`src/shared/lsd_pkg.sv`:
```
/*
 * lsd_pkg: constants, register layout and types for the listen duty-cycle timer.
 * Assumes a 10 MHz core clock and 32-bit AXI4-Lite register access, one word per register.
 */
package lsd_pkg;

	// core clock period
	localparam int CLK_PERIOD_NS = 100;

	// resolution time bases, in nanoseconds as printed
	localparam int RES_64US_NS = 64000;
	localparam int RES_4MS_NS = 4100000;
	localparam int RES_262MS_NS = 262000000;

	// resolution time bases in clock cycles
	localparam int RES_64US_CYC = RES_64US_NS / CLK_PERIOD_NS;
	localparam int RES_4MS_CYC = RES_4MS_NS / CLK_PERIOD_NS;
	localparam int RES_262MS_CYC = RES_262MS_NS / CLK_PERIOD_NS;

	// width of the resolution divider
	localparam int TICK_CNT_W = 22;

	// register indices; byte address is four times the index
	localparam logic [5:0] IDX_TIMING = 6'h0D;
	localparam logic [5:0] IDX_IDLE_COEF = 6'h0E;
	localparam logic [5:0] IDX_RX_COEF = 6'h0F;
	localparam logic [5:0] IDX_REVISION = 6'h10;
	localparam logic [5:0] IDX_CONTROL = 6'h14;
	localparam logic [5:0] IDX_STATUS = 6'h15;

	// values after reset
	localparam logic [7:0] RST_TIMING = 8'h92;
	localparam logic [7:0] RST_IDLE_COEF = 8'hF5;
	localparam logic [7:0] RST_RX_COEF = 8'h20;
	localparam logic [7:0] RST_CONTROL = 8'h00;

	// resolution codes
	localparam logic [1:0] RES_RSVD = 2'h0;
	localparam logic [1:0] RES_64US = 2'h1;
	localparam logic [1:0] RES_4MS = 2'h2;
	localparam logic [1:0] RES_262MS = 2'h3;

	// post-acceptance action codes
	localparam logic [1:0] END_STAY_RX = 2'h0;
	localparam logic [1:0] END_GO_MODE = 2'h1;
	localparam logic [1:0] END_RESUME = 2'h2;

	// AXI responses
	localparam logic [1:0] RESP_OKAY = 2'h0;
	localparam logic [1:0] RESP_SLVERR = 2'h2;

	// listen_timing_control layout
	typedef struct packed {
		logic [1:0] idle_phase_resolution;
		logic [1:0] receive_phase_resolution;
		logic acceptance_criterion;
		logic [1:0] post_acceptance_action;
		logic unused0;
	} lsd_timing_t;

	// listen_control layout
	typedef struct packed {
		logic [3:0] unused;
		logic [2:0] exit_mode;
		logic listen_on;
	} lsd_control_t;

	// sequencer states
	typedef enum logic [2:0] {
		ST_OFF,
		ST_IDLE,
		ST_RX,
		ST_HOLD,
		ST_STOP,
		ST_DONE
	} lsd_state_t;

	// listen_status layout
	typedef struct packed {
		logic [2:0] unused;
		logic rx_on;
		logic discard_pending;
		logic [2:0] state;
	} lsd_status_t;

endpackage

```
`src/lsd_listen_timer.sv`:
```
/*
 * lsd_listen_timer: listen-mode duty-cycle sequencer with its AXI4-Lite register file.
 * Assumes the modem flags below are synchronous to aclk and that the mode sequencer
 * outside acts on mode_req_valid.
 *
// Summary of operation
// (RL1) idle resolution codes select 64us, 4.1ms, 262ms
// (RL2) receive resolution codes select 64us, 4.1ms, 262ms
// (RL3) accept on strength, optionally plus sync match
// (RL4) action 00: stay receiving, stop listening
// (RL5) action 01: after payload/timeout, go to mode
// (RL6) action 10: after payload/timeout, resume idle
// (RL7) action 10: discard buffer at next receive
// (RL8) idle time is coefficient times resolution
// (RL9) receive time is coefficient times resolution
// (RL10) revision: full revision high, mask low
// (RL11) alternate idle and receive while listening
 */
// Added by the designer: the AXI4-Lite interface to the registers.
`timescale 1ns/1ps
module lsd_listen_timer
	import lsd_pkg::*;
#(
	parameter int RES_4MS_CYCLES = RES_4MS_CYC,
	parameter int RES_262MS_CYCLES = RES_262MS_CYC,
	parameter logic [3:0] FULL_REVISION = 4'h1, // arbitrary value
	parameter logic [3:0] MASK_REVISION = 4'h1 // arbitrary value
)
(
	// clock and reset
	input wire logic aclk,
	input wire logic aresetn,
	// AXI4-Lite write address
	input wire logic [7:0] s_axi_awaddr,
	input wire logic s_axi_awvalid,
	output logic s_axi_awready,
	// AXI4-Lite write data
	input wire logic [31:0] s_axi_wdata,
	input wire logic [3:0] s_axi_wstrb,
	input wire logic s_axi_wvalid,
	output logic s_axi_wready,
	// AXI4-Lite write response
	output logic [1:0] s_axi_bresp,
	output logic s_axi_bvalid,
	input wire logic s_axi_bready,
	// AXI4-Lite read address
	input wire logic [7:0] s_axi_araddr,
	input wire logic s_axi_arvalid,
	output logic s_axi_arready,
	// AXI4-Lite read data
	output logic [31:0] s_axi_rdata,
	output logic [1:0] s_axi_rresp,
	output logic s_axi_rvalid,
	input wire logic s_axi_rready,
	// modem and packet engine flags
	input wire logic signal_strength_limit,
	input wire logic sync_addr_match,
	input wire logic payload_complete_flag,
	input wire logic rx_timeout_flag,
	// sequencer outputs
	output logic rx_enable,
	output logic fifo_discard,
	output logic listen_active,
	output logic mode_req_valid,
	output logic [2:0] mode_request
);

	lsd_timing_t timing; // listen_timing_control
	logic [7:0] idle_coef; // listen_idle_coefficient
	logic [7:0] rx_coef; // listen_receive_coefficient
	lsd_control_t control; // listen_control
	lsd_state_t state;
	lsd_state_t next_state;
	logic [7:0] phase_cnt; // resolution ticks elapsed in this phase
	logic discard_pending; // buffer must be flushed at next receive
	logic res_tick;
	logic [1:0] res_sel;
	logic [7:0] coef;
	logic phase_end;
	logic accept;
	logic rx_done;
	logic restart;
	// bus holding registers
	logic aw_held;
	logic w_held;
	logic [5:0] aw_idx;
	logic [7:0] w_byte;
	logic w_lane0;
	logic wr_fire;
	logic [31:0] rd_data;
	logic rd_err;
	lsd_status_t status;

	// the running phase picks which resolution and coefficient apply
	assign res_sel = (state == ST_IDLE) ? timing.idle_phase_resolution : timing.receive_phase_resolution; // RL1 RL2
	assign coef = (state == ST_IDLE) ? idle_coef : rx_coef;
	// a phase ends on the tick that completes coef ticks; zero ends on the first
	assign phase_end = res_tick && (({1'b0, phase_cnt} + 9'h001) >= {1'b0, coef}); // RL8 RL9
	assign accept = signal_strength_limit && (!timing.acceptance_criterion || sync_addr_match); // RL3
	assign rx_done = payload_complete_flag || rx_timeout_flag;
	assign restart = (next_state != state);

	lsd_res_tick #(
		.P_64US(RES_64US_CYC),
		.P_4MS(RES_4MS_CYCLES),
		.P_262MS(RES_262MS_CYCLES)
	) u_tick (
		.aclk(aclk),
		.aresetn(aresetn),
		.restart(restart),
		.sel(res_sel),
		.tick(res_tick)
	);

	// sequencer next state; disabling listen mode overrides everything
	always_comb
	begin
		next_state = state;
		case (state)
			ST_OFF:
				next_state = ST_IDLE;
			ST_IDLE:
				if (phase_end)
					next_state = ST_RX; // RL11
			ST_RX:
				if (accept)
					next_state = (timing.post_acceptance_action == END_STAY_RX) ? ST_STOP : ST_HOLD; // RL3 RL4
				else if (phase_end)
					next_state = ST_IDLE; // RL11
			ST_HOLD:
				if (rx_done)
				begin
					// reserved code 11 behaves as resume
					if (timing.post_acceptance_action == END_GO_MODE || timing.post_acceptance_action == END_STAY_RX)
						next_state = ST_DONE; // RL5
					else
						next_state = ST_IDLE; // RL6
				end
			default:
				next_state = state; // stopped: wait for software to disable
		endcase
		if (!control.listen_on)
			next_state = ST_OFF; // RL4 RL5
	end

	// state register
	always_ff @(posedge aclk)
	begin
		if (!aresetn)
			state <= ST_OFF;
		else
			state <= next_state;
	end

	// phase tick counter, cleared whenever a phase begins
	always_ff @(posedge aclk)
	begin
		if (!aresetn)
			phase_cnt <= 8'h00;
		else if (restart)
			phase_cnt <= 8'h00;
		else if (res_tick)
			phase_cnt <= phase_cnt + 8'h01; // RL8 RL9
	end

	// flush request survives the idle phase and fires as receive starts
	always_ff @(posedge aclk)
	begin
		if (!aresetn)
		begin
			discard_pending <= 1'b0;
			fifo_discard <= 1'b0;
		end
		else
		begin
			fifo_discard <= discard_pending && state == ST_IDLE && next_state == ST_RX; // RL7
			if (state == ST_HOLD && next_state == ST_IDLE)
				discard_pending <= 1'b1; // RL7
			else if (next_state == ST_RX || next_state == ST_OFF)
				discard_pending <= 1'b0;
		end
	end

	// registered sequencer outputs
	always_ff @(posedge aclk)
	begin
		if (!aresetn)
		begin
			rx_enable <= 1'b0;
			listen_active <= 1'b0;
			mode_req_valid <= 1'b0;
			mode_request <= 3'h0;
		end
		else
		begin
			// receive phase time includes receiver startup, so enable from phase start
			rx_enable <= next_state == ST_RX || next_state == ST_HOLD || next_state == ST_STOP; // RL4 RL9
			listen_active <= next_state == ST_IDLE || next_state == ST_RX || next_state == ST_HOLD;
			mode_req_valid <= state == ST_HOLD && next_state == ST_DONE; // RL5
			if (state == ST_HOLD && next_state == ST_DONE)
				mode_request <= control.exit_mode; // RL5
		end
	end

	// write address channel: one held address until the response is taken
	always_ff @(posedge aclk)
	begin
		if (!aresetn)
		begin
			aw_held <= 1'b0;
			aw_idx <= 6'h00;
			s_axi_awready <= 1'b0;
		end
		else if (s_axi_awvalid && s_axi_awready)
		begin
			aw_held <= 1'b1;
			aw_idx <= s_axi_awaddr[7:2];
			s_axi_awready <= 1'b0;
		end
		else
		begin
			if (wr_fire)
				aw_held <= 1'b0;
			s_axi_awready <= !aw_held && !s_axi_bvalid;
		end
	end

	// write data channel; only byte lane 0 carries register bits
	always_ff @(posedge aclk)
	begin
		if (!aresetn)
		begin
			w_held <= 1'b0;
			w_byte <= 8'h00;
			w_lane0 <= 1'b0;
			s_axi_wready <= 1'b0;
		end
		else if (s_axi_wvalid && s_axi_wready)
		begin
			w_held <= 1'b1;
			w_byte <= s_axi_wdata[7:0];
			w_lane0 <= s_axi_wstrb[0];
			s_axi_wready <= 1'b0;
		end
		else
		begin
			if (wr_fire)
				w_held <= 1'b0;
			s_axi_wready <= !w_held && !s_axi_bvalid;
		end
	end

	assign wr_fire = aw_held && w_held && !s_axi_bvalid;

	// write response; unmapped indices answer SLVERR, read-only ones are ignored
	always_ff @(posedge aclk)
	begin
		if (!aresetn)
		begin
			s_axi_bvalid <= 1'b0;
			s_axi_bresp <= RESP_OKAY;
		end
		else if (wr_fire)
		begin
			s_axi_bvalid <= 1'b1;
			if (aw_idx == IDX_TIMING || aw_idx == IDX_IDLE_COEF || aw_idx == IDX_RX_COEF
				|| aw_idx == IDX_REVISION || aw_idx == IDX_CONTROL || aw_idx == IDX_STATUS)
				s_axi_bresp <= RESP_OKAY;
			else
				s_axi_bresp <= RESP_SLVERR;
		end
		else if (s_axi_bready)
			s_axi_bvalid <= 1'b0;
	end

	// writable registers
	always_ff @(posedge aclk)
	begin
		if (!aresetn)
		begin
			timing <= lsd_timing_t'(RST_TIMING);
			idle_coef <= RST_IDLE_COEF; // RL8
			rx_coef <= RST_RX_COEF; // RL9
			control <= lsd_control_t'(RST_CONTROL);
		end
		else if (wr_fire && w_lane0)
		begin
			if (aw_idx == IDX_TIMING)
			begin
				timing <= lsd_timing_t'(w_byte);
				timing.unused0 <= 1'b0; // unused bit reads zero
			end
			else if (aw_idx == IDX_IDLE_COEF)
				idle_coef <= w_byte;
			else if (aw_idx == IDX_RX_COEF)
				rx_coef <= w_byte;
			else if (aw_idx == IDX_CONTROL)
			begin
				control <= lsd_control_t'(w_byte);
				control.unused <= 4'h0;
			end
		end
	end

	assign status = '{unused: 3'h0, rx_on: rx_enable, discard_pending: discard_pending, state: state};

	// read decode
	always_comb
	begin
		rd_data = 32'h0000_0000;
		rd_err = 1'b0;
		if (s_axi_araddr[7:2] == IDX_TIMING)
			rd_data[7:0] = timing;
		else if (s_axi_araddr[7:2] == IDX_IDLE_COEF)
			rd_data[7:0] = idle_coef;
		else if (s_axi_araddr[7:2] == IDX_RX_COEF)
			rd_data[7:0] = rx_coef;
		else if (s_axi_araddr[7:2] == IDX_REVISION)
			rd_data[7:0] = {FULL_REVISION, MASK_REVISION}; // RL10
		else if (s_axi_araddr[7:2] == IDX_CONTROL)
			rd_data[7:0] = control;
		else if (s_axi_araddr[7:2] == IDX_STATUS)
			rd_data[7:0] = status;
		else
			rd_err = 1'b1;
	end

	// read channel: data captured at the address handshake
	always_ff @(posedge aclk)
	begin
		if (!aresetn)
		begin
			s_axi_arready <= 1'b0;
			s_axi_rvalid <= 1'b0;
			s_axi_rdata <= 32'h0000_0000;
			s_axi_rresp <= RESP_OKAY;
		end
		else if (s_axi_arvalid && s_axi_arready)
		begin
			s_axi_arready <= 1'b0;
			s_axi_rvalid <= 1'b1;
			s_axi_rdata <= rd_data;
			s_axi_rresp <= rd_err ? RESP_SLVERR : RESP_OKAY;
		end
		else
		begin
			if (s_axi_rready)
				s_axi_rvalid <= 1'b0;
			s_axi_arready <= !s_axi_rvalid && !s_axi_arready;
		end
	end

	// helper: cycles since the last divider wrap or phase start, for period checks
	// the tick flop shows a wrap one cycle late, so a tick reloads one rather than zero
	logic [TICK_CNT_W-1:0] gap;
	always_ff @(posedge aclk)
	begin
		if (!aresetn || restart)
			gap <= '0;
		else if (res_tick)
			gap <= TICK_CNT_W'(1);
		else
			gap <= gap + 1'b1;
	end
endmodule

```
`src/lsd_res_tick.sv`:
```
/*
 * lsd_res_tick: resolution time base; one-cycle tick every period of the selected code.
 * Assumes restart is pulsed when a phase begins so each phase starts on a full period.
 */
`timescale 1ns/1ps
module lsd_res_tick
	import lsd_pkg::*;
#(
	parameter int P_64US = RES_64US_CYC,
	parameter int P_4MS = RES_4MS_CYC,
	parameter int P_262MS = RES_262MS_CYC
)
(
	// clock and reset
	input wire logic aclk,
	input wire logic aresetn,
	// control
	input wire logic restart,
	input wire logic [1:0] sel,
	// time base
	output logic tick
);

	logic [TICK_CNT_W-1:0] cnt; // cycles into the current period
	logic [TICK_CNT_W-1:0] last; // terminal count of the selected base

	// reserved code runs on the shortest base so a phase can never hang
	always_comb
	begin
		if (sel == RES_4MS)
			last = TICK_CNT_W'(P_4MS - 1);
		else if (sel == RES_262MS)
			last = TICK_CNT_W'(P_262MS - 1);
		else
			last = TICK_CNT_W'(P_64US - 1);
	end

	// divider and tick flop
	always_ff @(posedge aclk)
	begin
		if (!aresetn)
		begin
			cnt <= '0;
			tick <= 1'b0;
		end
		else if (restart)
		begin
			cnt <= '0;
			tick <= 1'b0;
		end
		else if (cnt >= last)
		begin
			cnt <= '0;
			tick <= 1'b1;
		end
		else
		begin
			cnt <= cnt + 1'b1;
			tick <= 1'b0;
		end
	end

endmodule

```
`config.mk`:
```
export PLATFORM = sky130hd
export DESIGN_NAME = lsd_listen_timer
export DESIGN_NICKNAME = d
export VERILOG_FILES = /design/src/shared/lsd_pkg.sv /design/src/lsd_listen_timer.sv /design/src/lsd_res_tick.sv
export SDC_FILE = /design/constraint.sdc
export NUM_CORES = 1
export LEC_CHECK = 0
export BUFFER_PORTS_ARGS = -buffer_cell sky130_fd_sc_hd__buf_2
export CAP_MARGIN = 20
export CORE_MARGIN = 3
export CORE_UTILIZATION = 55
export DETAILED_ROUTE_END_ITERATION = 8
export PLACE_DENSITY_LB_ADDON = 0.25
export SLEW_MARGIN = 20
export SYNTH_ARGS = -nofsm -noshare
export SYNTH_HDL_FRONTEND = slang
export SYNTH_SLANG_ARGS = --single-unit
```
`constraint.sdc`:
```
create_clock -name aclk -period 4.8 [get_ports aclk]
set_input_delay 0.24 -clock aclk [delete_from_list [all_inputs] [get_ports aclk]]
set_output_delay 0.24 -clock aclk [all_outputs]
set_load 0.02 [all_outputs]
```
== After elaboration in Yosys (flattened, before gate mapping) ==
Cells that the tools add are included.
Operators by class
  add/sub/neg operators: 3
  $lt $le $gt $ge: 2
  eq/ne operators: 24
  multiplexer cells: 36
  bitwise logic cells: 4
  reduce and logical (&&, ||, !) cells: 51
Operators with widths (number)
  2-to-1 mux 22 bit: 2
  == test 6 x 4 -> 1 bit, second input constant: 6
  == test 6 x 5 -> 1 bit, second input constant: 6
  2-to-1 mux 8 bit: 4
  adder 22 x 1 -> 22 bit, second input constant: 1
  >= comparator 22 bit: 1
  2-to-1 mux 3 bit: 7
  2-to-1 mux 1 bit: 16
  logical AND 1 bit: 15
  2-to-1 mux 5 bit: 3
  logical OR 1 bit: 13
  == test 3 x 2 -> 1 bit, second input constant: 4
  case mux 3 bit (4 select lines): 1
  nonzero test 2 bit: 5
  adder 8 x 1 -> 9 bit, second input constant: 1
  >= comparator 9 x 8 -> 1 bit: 1
  adder 8 x 1 -> 8 bit, second input constant: 1
  OR reduction 2 bit: 4
  == test 3 x 1 -> 1 bit, second input constant: 2
  == test 3 bit, second input constant: 2
  logical NOT 1 bit: 6
  logical NOT 3 bit: 2
  2-to-1 mux 2 bit: 3
  AND reduction 5 bit: 1
  9 further kinds: 13
Storage, ports and cells
  register bits: 103
  output and inout port bits: 48
  logic and storage cells: 151

== Logic depth before layout (Yosys ltp) ==
  depth after elaboration: 12
  mapped depth: 17
  depth with buffers taken out: 13

== Cells and area by module ==
A second synthesis with hierarchy kept.
Second synthesis, totals
  cells, all modules: 613
  area total of the unflattened synthesis: 5565.3 um^2
By module, submodules not included
  lsd_listen_timer: instances 1, cells an instance 460, area each 4087.7 um^2, seq. area each 1561.5 um^2
  lsd_res_tick: instances 1, cells an instance 153, area each 1477.7 um^2, seq. area each 460.4 um^2

== Worst setup path after synthesis ==
No wires, ideal clock.
  path type: flip-flop to flip-flop
  start point: register state[2]
  end point: register u_tick.cnt[14]
  library setup time: 115 ps
  arrival time: 3146 ps
  setup slack: 1539 ps
  cell stages (with the launch flop): 16
  buffers on the path: 4
  period minus slack after synthesis: 3261 ps
  cells stage by stage: dfxtp_1 clkbuf_1 nor2_1 and2_1 clkbuf_1 buf_2 mux2_2 ha_1 inv_1 a21oi_1 o21ai_1 a221o_1 a311o_1 o2111ai_4 buf_6 nor2_1
On the way
  word-level cells in the longest chain between the ends: 10
RTL lines
  from (decl): RTL line lsd_listen_timer.sv:72  | lsd_state_t state;
  from (signal assigned): RTL line lsd_listen_timer.sv:152  | state <= next_state;
  == test 3 x 1 -> 1 bit: RTL line lsd_listen_timer.sv:95, lsd_listen_timer.sv:96, lsd_listen_timer.sv:119
  2-to-1 mux 8 bit: RTL line lsd_listen_timer.sv:96  | assign coef = (state == ST_IDLE) ? idle_coef : rx_coef;
  >= comparator 9 x 8 -> 1 bit: RTL line lsd_listen_timer.sv:98  | assign phase_end = res_tick && (({1'b0, phase_cnt} + 9'h001) >= {1'b0, coef});
  logical AND 1 bit: RTL line lsd_listen_timer.sv:98
  2-to-1 mux 3 bit: RTL line lsd_listen_timer.sv:128  | else if (phase_end)
  2-to-1 mux 3 bit: RTL line lsd_listen_timer.sv:126  | if (accept)
  case mux 3 bit (4 select lines): RTL line lsd_listen_timer.sv:119  | case (state)
  2-to-1 mux 3 bit: RTL line lsd_listen_timer.sv:142  | if (!control.listen_on)
  inequality test 3 bit: RTL line lsd_listen_timer.sv:101  | assign restart = (next_state != state);
  OR reduction 3 bit (no source line) *
  to (signal assigned): RTL line lsd_res_tick.sv:58  | cnt <= cnt + 1'b1;
  to (decl): RTL line lsd_res_tick.sv:24  | logic [TICK_CNT_W-1:0] cnt;
Mark *: on every way between the ends. The rest lies on a longest branch, timed or not.
A chain may end at the register's enable or synchronous reset.

== Worst setup path in the final report ==
  start point: register state[0]
  end point: register u_tick.cnt[14]
Same word-level chain as after synthesis.

==> results_dict.tcl <==
set metrics [dict create \
    grt_pass1_vias 4151 \
    cp_cell_sequence "and2_1 > mux2i_1 > ha_1 > a21oi_1 > nand2_1 > a21oi_1 > a31oi_1 > a311o_1 > o2111ai_4 > nor2_1" \
    grt_pass1_wl_mm 19.64 \
    syn_area_per_cell_um2 8.299 \
    antenna_found_initial 0 \
    cap_violations 0 \
    place_congestion 0.8641 \
    power.density_mw_per_mm2 273.3 \
    global_route.overflow_total 0 \
    cp.required_ns 5.04 \
    cts_max_level 3 \
    hold_viol 0 \
    slew_headroom 0.3594 \
    layout-drive-gt1-share 0.1298 \
    wire_per_inst_um 14.45 \
    setup_ws_ns 0.7916 \
    async_reset_ff_frac 0 \
    worstSetupPathType "reg2reg" \
    cpPeakStageDelay_ns 0.64 \
    worst_setup_path_end_kind "register" \
    fin_crit_sh 0.8351 \
    min_path_type "in2reg" \
    cts-root-buf "clkbuf_8" \
    rsz0062_at_grt "false" \
    grt_max_degree 54 \
    synth-edff-count 0 \
    synthToLayoutAreaGrowth_pct 7.929 \
    hpwl_mm 8.594 \
    grtUsageTotal 0.2166 \
    drc 0 \
    power.leakage_nw 2.289 \
    drt_wl_total_mm 11.66 \
    cts_resized 0 \
    ant_nets 0 \
    viasPerCell 5.523 \
    ys_types 64 \
    start_util 0.5694 \
    outcome "finished, final reports clean" \
    io_pins 111 \
    n_antenna_cell 0 \
    cts_setup_buffers 0 \
    setup_viol 0 \
    cp-start-kind "register" \
    drt_iter0_markers 296 \
    tns_ns 0 \
    firstDrtPassIters 5 \
    core_area_mm2 0.009284 \
    yosys_warnings 0 \
    post-route-min-period_ns 4.008 \
    yosysSeqAreaShare 0.3825 \
    cts.path.max_buffers 2 \
    clkTransAtPathRegs_ns 0.10 \
    cp_top_family "compound AO/OA/AOI/OAI gates" \
    worst_slew_pin_slew_ns 0.9522 \
    ys_seq_elements 101 \
    synthFlopType "dfxtp_1" \
    cts_buffers 9 \
    numPortBuffers 53 \
    peakVddDrop_uv 139.0 \
    cts.sinks 101 \
    syn-cell-area_mm2 0.005286 \
    clock_latency_ns 0.37 \
    drv_slew 0 \
    dp_slack_ns 0.8638 \
    cp_data_arrival_time_ns 4.24 \
    num_rows 35 \
    dieHeight_um 104.0 \
    worst_clock_skew_ns 0.01288 \
    critPathBufInv 0 \
    cts_tree "built" \
    cpMostUsedCell "a21oi_1" \
    vias 4457 \
    cp_max_fo 22 \
    layout.nets 760 \
    die_w_um 104.0 \
    cp_slowest_cell "and2_1" \
    die_area_mm2 0.01082 \
    postSynthCellCount 637 \
    cts_hold_buffers 0 \
    fmax_mhz 249.5 \
]
[routing by layer]
layer / global-route usage / vias to the layer above / share of wire
li1: - / 2248 / -
met1: 0.2975 / 2057 / 0.47
met2: 0.3473 / 136 / 0.45
met3: 0.03662 / 16 / 0.060
met4: 0.07123 / 0 / 0.017
met5: 0 / - / 0
[metrics by stage]
step / power (mW) / util / hold WS, ns / instance area (um^2) / cells
after floorplan: 0.9819 / - / 0.3760 / 5380 / 662
after global placement: 0.9958 / 0.5906 / 0.4314 / 5483 / 791
after detailed placement: 0.9995 / 0.5906 / 0.4415 / 5483 / 791
after CTS: 1.567 / 0.6140 / 0.08351 / 5700 / 807
after global routing: 1.619 / 0.6146 / 0.08949 / 5705 / 807
final: 1.560 / 0.6146 / 0.09519 / 5705 / 807
[state kept, by name, summed over array words and instances (netlist names), 3 cells and up]
register / count
timing: 7
control: 4
rx_coef: 8
mode_request: 3
idle_coef: 8
w_byte: 8
phase_cnt: 8
state: 3
aw_idx: 6
s_axi_rdata: 8
u_tick.cnt: 22
[worst register-to-register path, cell delays in order (launching register included)]
cell       delay (ns)
dfxtp_1          0.58
and2_1           0.64
mux2i_1          0.39
ha_1             0.33
a21oi_1          0.16
nand2_1          0.08
a21oi_1          0.33
a31oi_1          0.26
a311o_1          0.43
o2111ai_4        0.55
nor2_1           0.13
[cells by family after synthesis]
| family | count (synthesis) | synth area share |
|---|---|---|
| other | 1 | 0.0007094 |
| xor gates and xnor gates | 33 | 0.05468 |
| and+or+nand+nor | 272 | 0.2407 |
| DFF | 101 | 0.3825 |
| muxes | 29 | 0.05609 |
| adders and majority gates | 24 | 0.05681 |
| AOI/OAI and AO/OA | 106 | 0.1344 |
| buffers and inverters | 71 | 0.07408 |
[cell usage in the layout, fill, tap and decap left out, drive strengths merged, types with 4 or more instances in the layout]
master   Yosys  layout
dfxtp      101     101
nand2       97      97
nor2        68      68
buf         35      53
a21oi       46      46
nand3       36      36
conb         1      26
mux2i       24      24
ha          24      24
xor2        21      21
inv         18      20
nor3        17      17
o21ai       13      13
xnor2       12      12
nand4       10      10
clkbuf      18      10
and3        10      10
a31oi        7       7
nor2b        6       6
nand2b       5       5
and2         5       5
mux2         5       5
a41oi        4       4
nor4         4       4
o2111ai      4       4
[where the power goes]
group	internal, mW	total, mW	switching, mW
Clock	0.264	0.578	0.314
Sequential	0.854	0.870	0.0162
Combinational	0.0340	0.111	0.0770
Total	1.15	1.56	0.407
[area by class of cell]
class / instances / area, um^2
inverters: 18 / 67.56
clock inverters: 6 / 80.08
fillers: 816 / 3578
multi-input cells: 490 / 2972
clock buffers: 10 / 137.6
well taps: 129 / 161.4
flip-flops and latches: 101 / 2022
repair buffers: 53 / 265.3
[synthesized netlist by cell type (3+ instances only)]
cell type	count	area share
a211oi_1	3	0.0043
a41oi_1	4	0.0066
o31ai_1	3	0.0043
o21ai_0	11	0.010
buf_4	26	0.037
xor2_1	21	0.035
nand2b_1	5	0.0059
ha_1	24	0.057
nand3_1	36	0.034
nor4_1	4	0.0047
o21a_1	3	0.0043
buf_6	3	0.0064
and2_1	5	0.0059
a22oi_1	3	0.0043
a311oi_1	3	0.0050
o211ai_1	3	0.0043
mux2_2	5	0.011
and3_1	9	0.011
nor2b_1	5	0.0059
dfxtp_1	101	0.38
clkbuf_1	18	0.013
buf_2	4	0.0038
nand3b_1	3	0.0043
nand4_1	10	0.012
inv_1	17	0.012
a21oi_1	45	0.043
nor2_1	67	0.048
mux2i_1	24	0.045
o2111ai_1	3	0.0050
a31oi_1	7	0.0083
nand2_1	97	0.069
xnor2_1	12	0.020
nor3_1	17	0.016
[worst paths after layout]
check | start | end | slack, ns | cells past startpoint
worst max register to register | state[0] | u_tick.cnt[14] | 0.79 | 10
worst min-delay path | s_axi_wstrb[0] | w_lane0 | 0.1 | 3
worst max-delay path | state[0] | u_tick.cnt[14] | 0.79 | 10
worst min register to register | s_axi_rvalid | s_axi_arready | 0.46 | 1
No activity file was read; power rests on OpenSTA's default activity.
